==> src/serial_port_pkg.sv <==
// Shared constants for the two-wire target register port.
package serial_port_pkg;

    // Bus address: base seven-bit address when both select pins are low.
    localparam logic [6:0] BASE_ADDR7      = 7'h6A;
    localparam int         BYTE_BITS       = 8;
    localparam logic [2:0] LAST_BIT_INDEX  = 3'h7;

    // Core clock and the slowest and fastest supported bus rates.
    localparam int CORE_CLK_HZ  = 100_000_000;
    localparam int RATE_STD_BPS = 100_000;
    localparam int RATE_FAST_BPS = 400_000;

    // Serial clock period at the fast rate, in core cycles (rounded down).
    localparam int FAST_BIT_CYCLES = CORE_CLK_HZ / RATE_FAST_BPS;

    // Register pointer and data widths of the internal path.
    localparam int REG_ADDR_W = 8;
    localparam int REG_DATA_W = 8;

    // Reset values.
    localparam logic [7:0] PTR_RESET   = 8'h00;
    localparam logic [7:0] SHIFT_RESET = 8'h00;

    // Transfer phases.
    typedef enum logic [2:0] {
        ST_IDLE     = 3'b000,
        ST_ADDR     = 3'b001,
        ST_ADDR_ACK = 3'b010,
        ST_WR_BYTE  = 3'b011,
        ST_WR_ACK   = 3'b100,
        ST_RD_BYTE  = 3'b101,
        ST_RD_ACK   = 3'b110
    } phase_e;

endpackage : serial_port_pkg

==> src/bit_shifter.sv <==
// Eight-bit MSB-first shift register with a bit counter.
`timescale 1ns/100ps
module bit_shifter (
    // Clock and reset.
    input  wire logic       CLK_I,
    input  wire logic       RST_I,
    // Control.
    input  wire logic       CLEAR_I,
    input  wire logic       LOAD_I,
    input  wire logic [7:0] LOAD_DATA_I,
    input  wire logic       SHIFT_I,
    input  wire logic       BIT_I,
    // State.
    output logic [7:0]      DATA_O,
    output logic [2:0]      COUNT_O
);

    import serial_port_pkg::*;

    logic [7:0] data_q;
    logic [2:0] count_q;

    // Load wins over shift; clear resets only the bit count.
    always_ff @(posedge CLK_I or posedge RST_I) begin
        if (RST_I) begin
            data_q  <= SHIFT_RESET;
            count_q <= 3'h0;
        end else if (LOAD_I) begin
            data_q  <= LOAD_DATA_I;
            count_q <= 3'h0;
        end else if (CLEAR_I) begin
            count_q <= 3'h0;
        end else if (SHIFT_I) begin
            data_q  <= {data_q[6:0], BIT_I};
            count_q <= count_q + 3'h1;
        end
    end

    assign DATA_O  = data_q;
    assign COUNT_O = count_q;

endmodule : bit_shifter

==> src/line_sync.sv <==
// Two-flop synchroniser with edge detection for one bus line.
`timescale 1ns/100ps
module line_sync (
    // Clock and reset.
    input  wire logic CLK_I,
    input  wire logic RST_I,
    // Raw line and synchronised views.
    input  wire logic LINE_I,
    output logic      LEVEL_O,
    output logic      RISE_O,
    output logic      FALL_O
);

    logic meta_q;
    logic sync_q;
    logic prev_q;

    // The first flop feeds only the second; edges come from later stages.
    always_ff @(posedge CLK_I or posedge RST_I) begin
        if (RST_I) begin
            meta_q <= 1'b1;
            sync_q <= 1'b1;
            prev_q <= 1'b1;
        end else begin
            meta_q <= LINE_I;
            sync_q <= meta_q;
            prev_q <= sync_q;
        end
    end

    // Level and one-cycle edge pulses.
    assign LEVEL_O = sync_q;
    assign RISE_O  = sync_q & ~prev_q;
    assign FALL_O  = ~sync_q & prev_q;

endmodule : line_sync

==> src/serial_target_port.sv <==
// Two-wire target-only port giving byte access to internal registers.
//
// What this block does
// - Pins select address 0xD4 plus two per step, up to 0xDA.
// - Works at 100 kbps and 400 kbps for all transfer kinds.
// - Target only: never starts transfers, arbitrates or stretches clock.
// - Bytes are eight bits, most significant bit first.
// - Data falling while clock high is start; rising is stop.
// - Driven data changes only while the clock line is low.
// - Acknowledge each received byte by holding data low in ninth period.
// - First byte is seven-bit address then direction, zero write.
// - Write: address, register address, data, each acknowledged, then stop.
// - Each written data byte is written and the pointer increments before its acknowledge.
// - Read follows register address write, repeated start, read direction.
// - On not-acknowledge of read byte, release the data line.
// - Controller acks all read bytes but last; pointer steps each byte.
// - No limit on data bytes between start and stop.
// - Lines only pulled low or released; pull-ups give high.
`timescale 1ns/100ps
module serial_target_port (
    // Core clock and reset.
    input  wire logic                                CORE_CLK_I,
    input  wire logic                                RST_I,
    // Address select straps.
    input  wire logic                                ADDRESS_SELECT_LOW_PIN_I,
    input  wire logic                                ADDRESS_SELECT_HIGH_PIN_I,
    // Serial clock line, input only since the clock is never stretched.
    input  wire logic                                SCL_I,
    // Serial data line as input, output and enable.
    input  wire logic                                SDA_I,
    output logic                                     SDA_O,
    output logic                                     SDA_OE_O,
    // Internal register path.
    output logic [serial_port_pkg::REG_ADDR_W-1:0]   REG_ADDR_O,
    output logic [serial_port_pkg::REG_DATA_W-1:0]   REG_WDATA_O,
    output logic                                     REG_WRITE_O,
    output logic                                     REG_READ_O,
    input  wire logic [serial_port_pkg::REG_DATA_W-1:0] REG_RDATA_I,
    // Transfer status.
    output logic                                     BUSY_O
);

    import serial_port_pkg::*;

    // Synchronised lines and their edges.
    logic       scl_lvl;
    logic       scl_rise;
    logic       scl_fall;
    logic       sda_lvl;
    logic       sda_rise;
    logic       sda_fall;

    // Shift register view.
    logic [7:0] shift_data;
    logic [2:0] shift_count;

    // State.
    phase_e     phase_q;
    phase_e     phase_d;
    logic [7:0] ptr_q;
    logic       ack_half_q;
    logic       sda_drive_q;
    logic       sda_drive_d;
    logic       first_wr_q;
    logic       rd_nack_q;
    logic       wr_pulse_q;
    logic       rd_pulse_q;
    logic [7:0] wdata_q;
    logic [1:0] sel_meta_q;
    logic [1:0] sel_q;
    logic       busy_q;

    // Both bus lines pass two flops before any logic reads them.
    // many samples per bit
    line_sync u_scl_sync (
        .CLK_I   (CORE_CLK_I),
        .RST_I   (RST_I),
        .LINE_I  (SCL_I),
        .LEVEL_O (scl_lvl),
        .RISE_O  (scl_rise),
        .FALL_O  (scl_fall)
    );

    line_sync u_sda_sync (
        .CLK_I   (CORE_CLK_I),
        .RST_I   (RST_I),
        .LINE_I  (SDA_I),
        .LEVEL_O (sda_lvl),
        .RISE_O  (sda_rise),
        .FALL_O  (sda_fall)
    );

    wire start_cond = sda_fall & scl_lvl;
    wire stop_cond  = sda_rise & scl_lvl;

    // Straps pass two flops; the second loads only while idle, so a
    // change in mid-transfer cannot alter the address being matched.
    always_ff @(posedge CORE_CLK_I or posedge RST_I) begin
        if (RST_I) begin
            sel_meta_q <= 2'b00;
            sel_q      <= 2'b00;
        end else begin
            sel_meta_q <= {ADDRESS_SELECT_HIGH_PIN_I,
                           ADDRESS_SELECT_LOW_PIN_I};
            if (phase_q == ST_IDLE) begin
                sel_q <= sel_meta_q;
            end
        end
    end

    wire [6:0] own_addr  = BASE_ADDR7 + {5'b00000, sel_q};
    wire       addr_hit  = (shift_data[6:0] == own_addr); // At eighth rise.
    wire       dir_read  = shift_data[0];

    // Byte boundary: eighth bit sampled on this rising edge.
    wire       byte_done = scl_rise & (shift_count == LAST_BIT_INDEX);
    wire       in_byte   = (phase_q == ST_ADDR) | (phase_q == ST_WR_BYTE);
    wire       do_shift  = scl_rise & in_byte & ~start_cond & ~stop_cond;
    wire       in_ack    = (phase_q == ST_ADDR_ACK) | (phase_q == ST_WR_ACK);
    wire       first_rd_low = dir_read & ~REG_RDATA_I[7];
    // drive after falling; reload for next read byte
    wire       rd_load   = scl_fall & (phase_q == ST_ADDR_ACK) & dir_read
                           & ack_half_q;
    wire       rd_next   = scl_fall & (phase_q == ST_RD_ACK) & ~rd_nack_q;
    wire       do_load   = rd_load | rd_next;
    wire       rd_shift  = scl_fall & (phase_q == ST_RD_BYTE)
                           & (shift_count != LAST_BIT_INDEX);
    wire       do_clear  = start_cond | (scl_fall & (phase_q == ST_WR_ACK))
                           | (scl_fall & (phase_q == ST_ADDR_ACK) & ~dir_read);

    bit_shifter u_shift (
        .CLK_I       (CORE_CLK_I),
        .RST_I       (RST_I),
        .CLEAR_I     (do_clear),
        .LOAD_I      (do_load),
        .LOAD_DATA_I (REG_RDATA_I),
        .SHIFT_I     (do_shift | rd_shift),
        .BIT_I       (sda_lvl),
        .DATA_O      (shift_data),
        .COUNT_O     (shift_count)
    );

    // Phase sequencing, driven by start, stop and bus clock edges.
    always_comb begin
        phase_d = phase_q;
        if (start_cond) begin
            phase_d = ST_ADDR;
        end else if (stop_cond) begin
            phase_d = ST_IDLE;
        end else begin
            case (phase_q)
                ST_IDLE: begin
                    phase_d = ST_IDLE;
                end
                ST_ADDR: begin
                    if (byte_done) begin
                        phase_d = addr_hit ? ST_ADDR_ACK : ST_IDLE;
                    end
                end
                ST_ADDR_ACK: begin
                    if (scl_fall && ack_half_q) begin
                        phase_d = dir_read ? ST_RD_BYTE : ST_WR_BYTE;
                    end
                end
                ST_WR_BYTE: begin
                    if (byte_done) begin
                        phase_d = ST_WR_ACK;
                    end
                end
                ST_WR_ACK: begin
                    if (scl_fall && ack_half_q) begin
                        phase_d = ST_WR_BYTE;
                    end
                end
                ST_RD_BYTE: begin
                    if (scl_fall && shift_count == LAST_BIT_INDEX) begin
                        phase_d = ST_RD_ACK;
                    end
                end
                ST_RD_ACK: begin
                    if (scl_fall) begin
                        phase_d = rd_nack_q ? ST_IDLE : ST_RD_BYTE;
                    end
                end
                default: begin
                    phase_d = ST_IDLE;
                end
            endcase
        end
    end

    // acknowledge and read data drive; changes on falling edges, cleared by start or stop
    always_comb begin
        sda_drive_d = sda_drive_q;
        if (start_cond | stop_cond) begin
            sda_drive_d = 1'b0;
        end else if (scl_fall) begin
            case (phase_q)
                ST_ADDR:     sda_drive_d = 1'b0;
                ST_WR_BYTE:  sda_drive_d = 1'b0;
                ST_ADDR_ACK: sda_drive_d = ack_half_q ? first_rd_low : 1'b1;
                ST_WR_ACK:   sda_drive_d = ~ack_half_q;
                ST_RD_BYTE:  sda_drive_d = (shift_count == LAST_BIT_INDEX)
                                           ? 1'b0 : ~shift_data[6];
                ST_RD_ACK:   sda_drive_d = ~rd_nack_q & ~REG_RDATA_I[7];
                default:     sda_drive_d = 1'b0;
            endcase
        end
    end

    // Main state registers.
    always_ff @(posedge CORE_CLK_I or posedge RST_I) begin
        if (RST_I) begin
            phase_q     <= ST_IDLE;
            sda_drive_q <= 1'b0;
            busy_q      <= 1'b0;
        end else begin
            phase_q     <= phase_d;
            sda_drive_q <= sda_drive_d;
            busy_q      <= start_cond | (busy_q & ~stop_cond);
        end
    end

    // An ack clock spans two falls: the one ending the eighth bit starts
    // the drive and the next one ends it, so this flag tells them apart.
    always_ff @(posedge CORE_CLK_I or posedge RST_I) begin
        if (RST_I) begin
            ack_half_q <= 1'b0;
        end else if (start_cond | stop_cond) begin
            ack_half_q <= 1'b0;
        end else if (scl_fall & in_ack) begin
            ack_half_q <= ~ack_half_q;
        end
    end

    // capture controller acknowledge on the ninth rising edge
    always_ff @(posedge CORE_CLK_I or posedge RST_I) begin
        if (RST_I) begin
            rd_nack_q <= 1'b0;
        end else if (scl_rise && phase_q == ST_RD_ACK) begin
            rd_nack_q <= sda_lvl;
        end
    end

    // first written byte is the register pointer
    // pointer advances after each written data byte
    // pointer advances after each read byte
    always_ff @(posedge CORE_CLK_I or posedge RST_I) begin
        if (RST_I) begin
            ptr_q      <= PTR_RESET;
            first_wr_q <= 1'b0;
            wdata_q    <= SHIFT_RESET;
            wr_pulse_q <= 1'b0;
            rd_pulse_q <= 1'b0;
        end else begin
            wr_pulse_q <= 1'b0;
            rd_pulse_q <= do_load;
            if (start_cond) begin
                first_wr_q <= 1'b1;
            end
            if (wr_pulse_q) begin
                ptr_q <= ptr_q + 8'h01;
            end
            if (rd_pulse_q) begin
                ptr_q <= ptr_q + 8'h01;
            end
            if (byte_done && phase_q == ST_WR_BYTE && !stop_cond) begin
                if (first_wr_q) begin
                    ptr_q      <= {shift_data[6:0], sda_lvl};
                    first_wr_q <= 1'b0;
                end else begin
                    wdata_q    <= {shift_data[6:0], sda_lvl};
                    wr_pulse_q <= 1'b1;
                end
            end
            if (phase_q == ST_ADDR_ACK && dir_read) begin
                first_wr_q <= 1'b0;
            end
        end
    end

    // open drain: only pull low or release
    assign SDA_O       = 1'b0;
    assign SDA_OE_O    = sda_drive_q & busy_q;
    assign REG_ADDR_O  = ptr_q;
    assign REG_WDATA_O = wdata_q;
    assign REG_WRITE_O = wr_pulse_q;
    assign REG_READ_O  = rd_pulse_q;
    assign BUSY_O      = busy_q;

endmodule : serial_target_port

==> config.mk <==
export PLATFORM = sky130hd
export DESIGN_NAME = serial_target_port
export DESIGN_NICKNAME = d
export VERILOG_FILES = /design/src/serial_port_pkg.sv /design/src/bit_shifter.sv /design/src/line_sync.sv /design/src/serial_target_port.sv
export SDC_FILE = /design/constraint.sdc
export NUM_CORES = 1
export LEC_CHECK = 0
export ABC_AREA = 1
export BUFFER_PORTS_ARGS = -buffer_cell sky130_fd_sc_hd__buf_2
export CAP_MARGIN = 10
export CORE_MARGIN = 2
export CORE_UTILIZATION = 60
export DETAILED_ROUTE_END_ITERATION = 10
export PLACE_DENSITY = 0.83
export REMOVE_ABC_BUFFERS = 1
export SKIP_CTS_REPAIR_TIMING = 1
export SYNTH_ARGS = -nofsm -noshare
export SYNTH_HDL_FRONTEND = slang
export SYNTH_SLANG_ARGS = --single-unit
==> constraint.sdc <==
create_clock -name CORE_CLK_I -period 3.9 [get_ports CORE_CLK_I]
set_input_delay 1.17 -clock CORE_CLK_I [delete_from_list [all_inputs] [get_ports CORE_CLK_I]]
set_output_delay 1.17 -clock CORE_CLK_I [all_outputs]
set_load 0.05 [all_outputs]
==> results.json, run 1 <==
{
  "tns_ps": 0,
  "rows": 23,
  "path_clk_slew_ps": 80,
  "die_h_um": 67.8,
  "synth.distinct_cells": 36,
  "synth_area_um2": 2440,
  "yosys_warnings": 0,
  "grt_pass1_vias": 1714,
  "synthFlopType": "dfrtp_1",
  "drt-initial-drc-count": 125,
  "layout_setup_ws_ps": 1700,
  "fin_util": 0.693,
  "ys_seq_area_frac": 0.475,
  "wl_um": 4850,
  "antenna_left": 0,
  "finalSetupViolations": 0,
  "vdd_ir_drop_max_uv": 339,
  "dieArea_um2": 4590,
  "fmaxAchievable_mhz": 455,
  "pre_cts_slack_ps": 1990,
  "antenna_cells": 0,
  "required_ps": 2730,
  "fin_worst_hold_slack_ps": 357,
  "nets": 344,
  "synth_edf_count": 0,
  "crit_type": "reg2out",
  "hp-class": "reg2reg",
  "grt_max_degree": 34,
  "slew_violations": 0,
  "placed_area_um2": 2620,
  "wl_per_cell_um": 12.8,
  "startpoint_type": "register",
  "max_stage_delay_ps": 370,
  "crit_slowest_cell": "dfrtp_1",
  "final_area_um2": 2730,
  "post-synth-top-area-cell": "dfrtp_1",
  "cts.htree.levels": 2,
  "async_flop_share": 1.00,
  "antenna_found_initial": 0,
  "drive_gt1_frac": 0.256,
  "globalplace.congestion": 0.970,
  "path_cells": "nand2_1 -> inv_1 -> buf_2",
  "nFillCells": 336,
  "grt_first_pass_wirelength_um": 7640,
  "chipWidth_um": 67.8,
  "cp-end-kind": "output pin",
  "numPortBuffers": 33,
  "hpwlAfterDp_um": 3620,
  "vias_per_cell": 5.26,
  "io_pins": 35,
  "hold_viol": 0,
  "cap_violations": 0,
  "final_cell_mix": "nand2_1 (90), dfrtp_1 (40), buf_2 (33)",
  "vias": 1987,
  "overflow": 0,
  "ys_ff_latch": 46,
  "post-route-min-period_ps": 2200,
  "synth_area_per_cell_um2": 8.35,
  "cts_root_buffer": "clkbuf_8",
  "netlist_instances": 292,
  "status": "finished, final reports clean",
  "critPathMaxFanout": 3,
  "core_area_um2": 3940,
  "clk_path_buf_depth": 2,
  "start_util": 0.619,
  "critical_path_arrival_ps": 1030,
  "clkSinkCount": 46,
  "finalClockSkew_ps": 9.09,
  "power.density_nw_per_um2": 374,
  "synthTopCellsByArea": "dfrtp_1 (41%), nand2_1 (14%), dfstp_2 (6.5%)",
  "p_leak_nw": 1.47,
  "period_share": 0.563,
  "syn_to_final_growth_pct": 12.0,
  "track_usage": 0.230,
  "first_pass_iters": 4,
  "layout_commonest_cell": "nand2_1",
  "cts_tree": "built",
  "cts_buffers": 5,
  "synth_top_area_share": 0.410,
  "drc": 0,
  "rsz0062_at_grt": "no",
  "clock_latency_ps": 300
}
-- state kept, by name, indices dropped and copies added (netlist names), 2 cells and up --
register / cells
REG_ADDR_O: 8
phase_q: 3
sel_meta_q: 2
u_shift.COUNT_O: 3
REG_WDATA_O: 8
sel_q: 2
u_shift.DATA_O: 7
-- cell usage after synthesis, drive strengths merged, types with 2 or more instances --
master and count:
nand2 97, o21ai 14, nand3 37, a21oi 15, dfrtp 40, nand3b 2, inv 35, buf 6
nor2 23, nand4 4, ha 3, dfstp 6
-- layer usage --
layer,up-vias,share of wire,track usage,routed length (um)
li1,1005,-,-,-
met1,923,0.44,0.280,2120
met2,52,0.50,0.402,2410
met3,7,0.057,0.0500,277
met4,0,0.0099,0.0791,48
met5,-,0,0,0
-- worst max-delay path, delay by kind of cell (launching register included) --
family        cells  cell delay [ps]
buf+inv           2              300
flops             1              370
simple gates      1               60
-- stage by stage --
stage / cells / total power (W)
6_report: 378 / 0.00102
3_3_place_gp: 370 / 0.000676
3_5_place_dp: 370 / 0.000680
5_1_grt: 378 / 0.00106
2_1_floorplan: 286 / 0.000634
4_1_cts: 378 / 0.00103
-- final timing paths --
path | startpoint | end | slack [ps] | cells past startpoint
max reg2reg | phase_q[2] | REG_WDATA_O[3] | 2010 | 7
max in group asynchronous | RST_I | u_scl_sync.prev_q | 2330 | 3
min | u_scl_sync.meta_q | u_scl_sync.LEVEL_O | 360 | 0
min reg2reg | u_scl_sync.meta_q | u_scl_sync.LEVEL_O | 360 | 0
max | BUSY_O | SDA_OE_O | 1700 | 3
min in group asynchronous | RST_I | phase_q[0] | 810 | 2
-- power by group --
| part | total [W] | switching [W] | internal [W] | leakage [nW] |
|---|---|---|---|---|
| Clock | 0.000351 | 0.000160 | 0.000191 | 0.0514 |
| Combinational | 0.000111 | 0.0000747 | 0.0000362 | 0.832 |
| Sequential | 0.000558 | 0.0000471 | 0.000511 | 0.584 |
-- final cells by class --
cell class,count,area (um2),share of cell area
clock buffers,6,72.6,0.0266
clock inverters,2,37.5,0.0137
inverters,35,139,0.0508
multi-input cells,205,1090,0.399
flip-flops and latches,46,1160,0.424
well taps,50,62.6,0.0229
repair buffers,34,173,0.0632
-- logic make-up after synthesis --
group | Yosys count | synth area share
adder cells (fa/ha/maj) | 3 | 0.0154
buffers and inverters | 41 | 0.0785
AND/OR/NAND/NOR | 166 | 0.334
other | 1 | 0.00154
flip-flops | 46 | 0.475
XOR/XNOR | 2 | 0.00718
AO/OA/AOI/OAI | 33 | 0.0883
(Power assumes the default switching activity.)
==> run 2: changes to the inputs <==
--- a/config.mk
+++ b/config.mk
@@ -9,9 +9,9 @@
 export BUFFER_PORTS_ARGS = -buffer_cell sky130_fd_sc_hd__buf_2
 export CAP_MARGIN = 10
 export CORE_MARGIN = 2
-export CORE_UTILIZATION = 60
+export CORE_UTILIZATION = 51
 export DETAILED_ROUTE_END_ITERATION = 10
-export PLACE_DENSITY = 0.83
+export PLACE_DENSITY = 0.75
 export REMOVE_ABC_BUFFERS = 1
 export SKIP_CTS_REPAIR_TIMING = 1
 export SYNTH_ARGS = -nofsm -noshare
==> constraint.sdc (replaced) <==
create_clock -name CORE_CLK_I -period 1.95 [get_ports CORE_CLK_I]
set_input_delay 0.585 -clock CORE_CLK_I [delete_from_list [all_inputs] [get_ports CORE_CLK_I]]
set_output_delay 0.585 -clock CORE_CLK_I [all_outputs]
set_load 0.05 [all_outputs]
==> run 2 against run 1 <==
Compared with the run above:
- power rose by 99%
- highest routed layer unchanged
- final cell count up 1.9%
- combinational power increased by 110%
- sequential share of layout area fell by 0.59 points
- via count is 0.40% higher
- utilization fell by 9.8 points
- sequential cell count is the same
==> results.json, run 2 (synthesis results as in run 1) <==
{
  "startpoint_type": "register",
  "netSwitchingFraction": 0.269,
  "path_common_cell": "ha_1",
  "hp-class": "in2async",
  "p_int_w": 0.00148,
  "status": "finished, final reports clean",
  "finalClockSkew_ps": 11.8,
  "dieArea_um2": 5350,
  "antenna_cells": 0,
  "final_cell_mix": "nand2_1 (89), dfrtp_1 (40), buf_2 (33)",
  "cts_tree": "built",
  "critical_path_arrival_ps": 2000,
  "cts_buffers": 5,
  "dp_cells": 377,
  "required_ps": 2130,
  "cts_root_buffer": "clkbuf_8",
  "rows": 25,
  "overflow": 0,
  "switching_power_w": 0.000546,
  "path_clk_slew_ps": 80,
  "p_leak_nw": 1.49,
  "post-route-min-period_ps": 1820,
  "cts.htree.levels": 2,
  "cp-end-kind": "register",
  "grt_max_degree": 27,
  "layout_setup_ws_ps": 132,
  "tns_ps": 0,
  "period_share": 0.932,
  "hpwlAfterDp_um": 3770,
  "track_usage": 0.196,
  "clock_latency_ps": 290,
  "seqPwrFrac": 0.552,
  "syn_to_final_growth_pct": 13.6,
  "wl_per_cell_um": 12.5,
  "critPathMaxFanout": 17,
  "core_area_um2": 4660,
  "placed_area_um2": 2660,
  "instances_no_fill": 385,
  "crit_slowest_cell": "dfrtp_1",
  "p_comb_frac": 0.113,
  "path_cells": "ha_1 -> ha_1 -> nand3_2 -> nor3b_2 -> nand2_2 -> o21ai_0 -> inv_1",
  "nets": 347,
  "vias": 1995,
  "rsz0062_at_grt": "yes",
  "numPortBuffers": 33,
  "pre_cts_slack_ps": 102,
  "crit_type": "reg2reg",
  "drt-initial-drc-count": 101,
  "grt_first_pass_wirelength_um": 8070,
  "fmaxAchievable_mhz": 550,
  "wl_um": 4830,
  "final_area_um2": 2770,
  "vdd_ir_drop_max_uv": 370,
  "fin_worst_hold_slack_ps": 282,
  "first_pass_iters": 4,
  "finalSetupViolations": 0,
  "drive_gt1_frac": 0.266,
  "start_util": 0.523,
  "max_stage_delay_ps": 380,
  "die_h_um": 73.2,
  "globalplace.congestion": 0.932,
  "power.density_nw_per_um2": 732,
  "clkSinkCount": 46,
  "clk_path_buf_depth": 2,
  "io_pins": 35,
  "drc": 0,
  "layout_commonest_cell": "nand2_1",
  "vias_per_cell": 5.18,
  "grt_pass1_vias": 1828,
  "antenna_found_initial": 0,
  "clkPwrFrac": 0.335,
  "chipWidth_um": 73.2,
  "hold_viol": 0,
  "cap_violations": 0,
  "antenna_left": 0,
  "slew_violations": 0
}
[run 2: changes by cell type in the layout (fill, tap and decap cells not counted), sizes merged]
cell      change
buf           +3
clkinv        -1
clkinvlp      -1
inv           +1
clkbuf        +1
[run 2: critical path, delay by kind of cell (launching register included)]
family	cells	cell delay [ps]
compound gates	1	250
fa+ha+maj	2	360
buf+inv	1	60
flops	1	380
simple gates	3	670
[run 2: routing by layer]
metal  share of wire  vias up  global-route usage
li1                -     1019                   -
met1            0.45      906               0.246
met2            0.48       55               0.324
met3           0.045       15              0.0387
met4           0.025        0              0.0885
met5               0        -                   0
[run 2: cell type report]
type,instances,area [um2]
sequential,46,1160
inverter,35,139
clock inverter,1,30.0
tap,54,67.6
fill,409,1890
multi-input combinational,205,1090
clock buffer,7,76.3
timing repair buffer,37,208
[run 2: worst paths after layout]
path / end / cells past startpoint / slack [ps] / start
setup / recovery: REG_ADDR_O[3] / 7 / 130 / u_shift.COUNT_O[0]
hold / removal: REG_WDATA_O[2] / 2 / 280 / RST_I
setup reg to reg: REG_ADDR_O[3] / 7 / 130 / u_shift.COUNT_O[0]
hold reg to reg: u_scl_sync.LEVEL_O / 0 / 360 / u_scl_sync.meta_q
max in group asynchronous: u_shift.DATA_O[0] / 3 / 1180 / RST_I
min in group CORE_CLK_I: u_scl_sync.LEVEL_O / 0 / 360 / u_scl_sync.meta_q
[run 2: power groups by stage]
stage / Combinational (W) / Sequential (W) / Clock, W
2_1_floorplan: 0.000159 / 0.00111 / 0
4_1_cts: 0.000233 / 0.00112 / 0.000701
6_report: 0.000229 / 0.00112 / 0.000679
3_3_place_gp: 0.000225 / 0.00113 / 0
5_1_grt: 0.000259 / 0.00113 / 0.000731
3_5_place_dp: 0.000231 / 0.00114 / 0
[run 2: metrics by stage]
stage / util / power [W]
global route: 0.594 / 0.00212
CTS: 0.594 / 0.00205
global placement: 0.571 / 0.00136
detailed placement: 0.571 / 0.00137
finish: 0.594 / 0.00203
floorplan: - / 0.00127
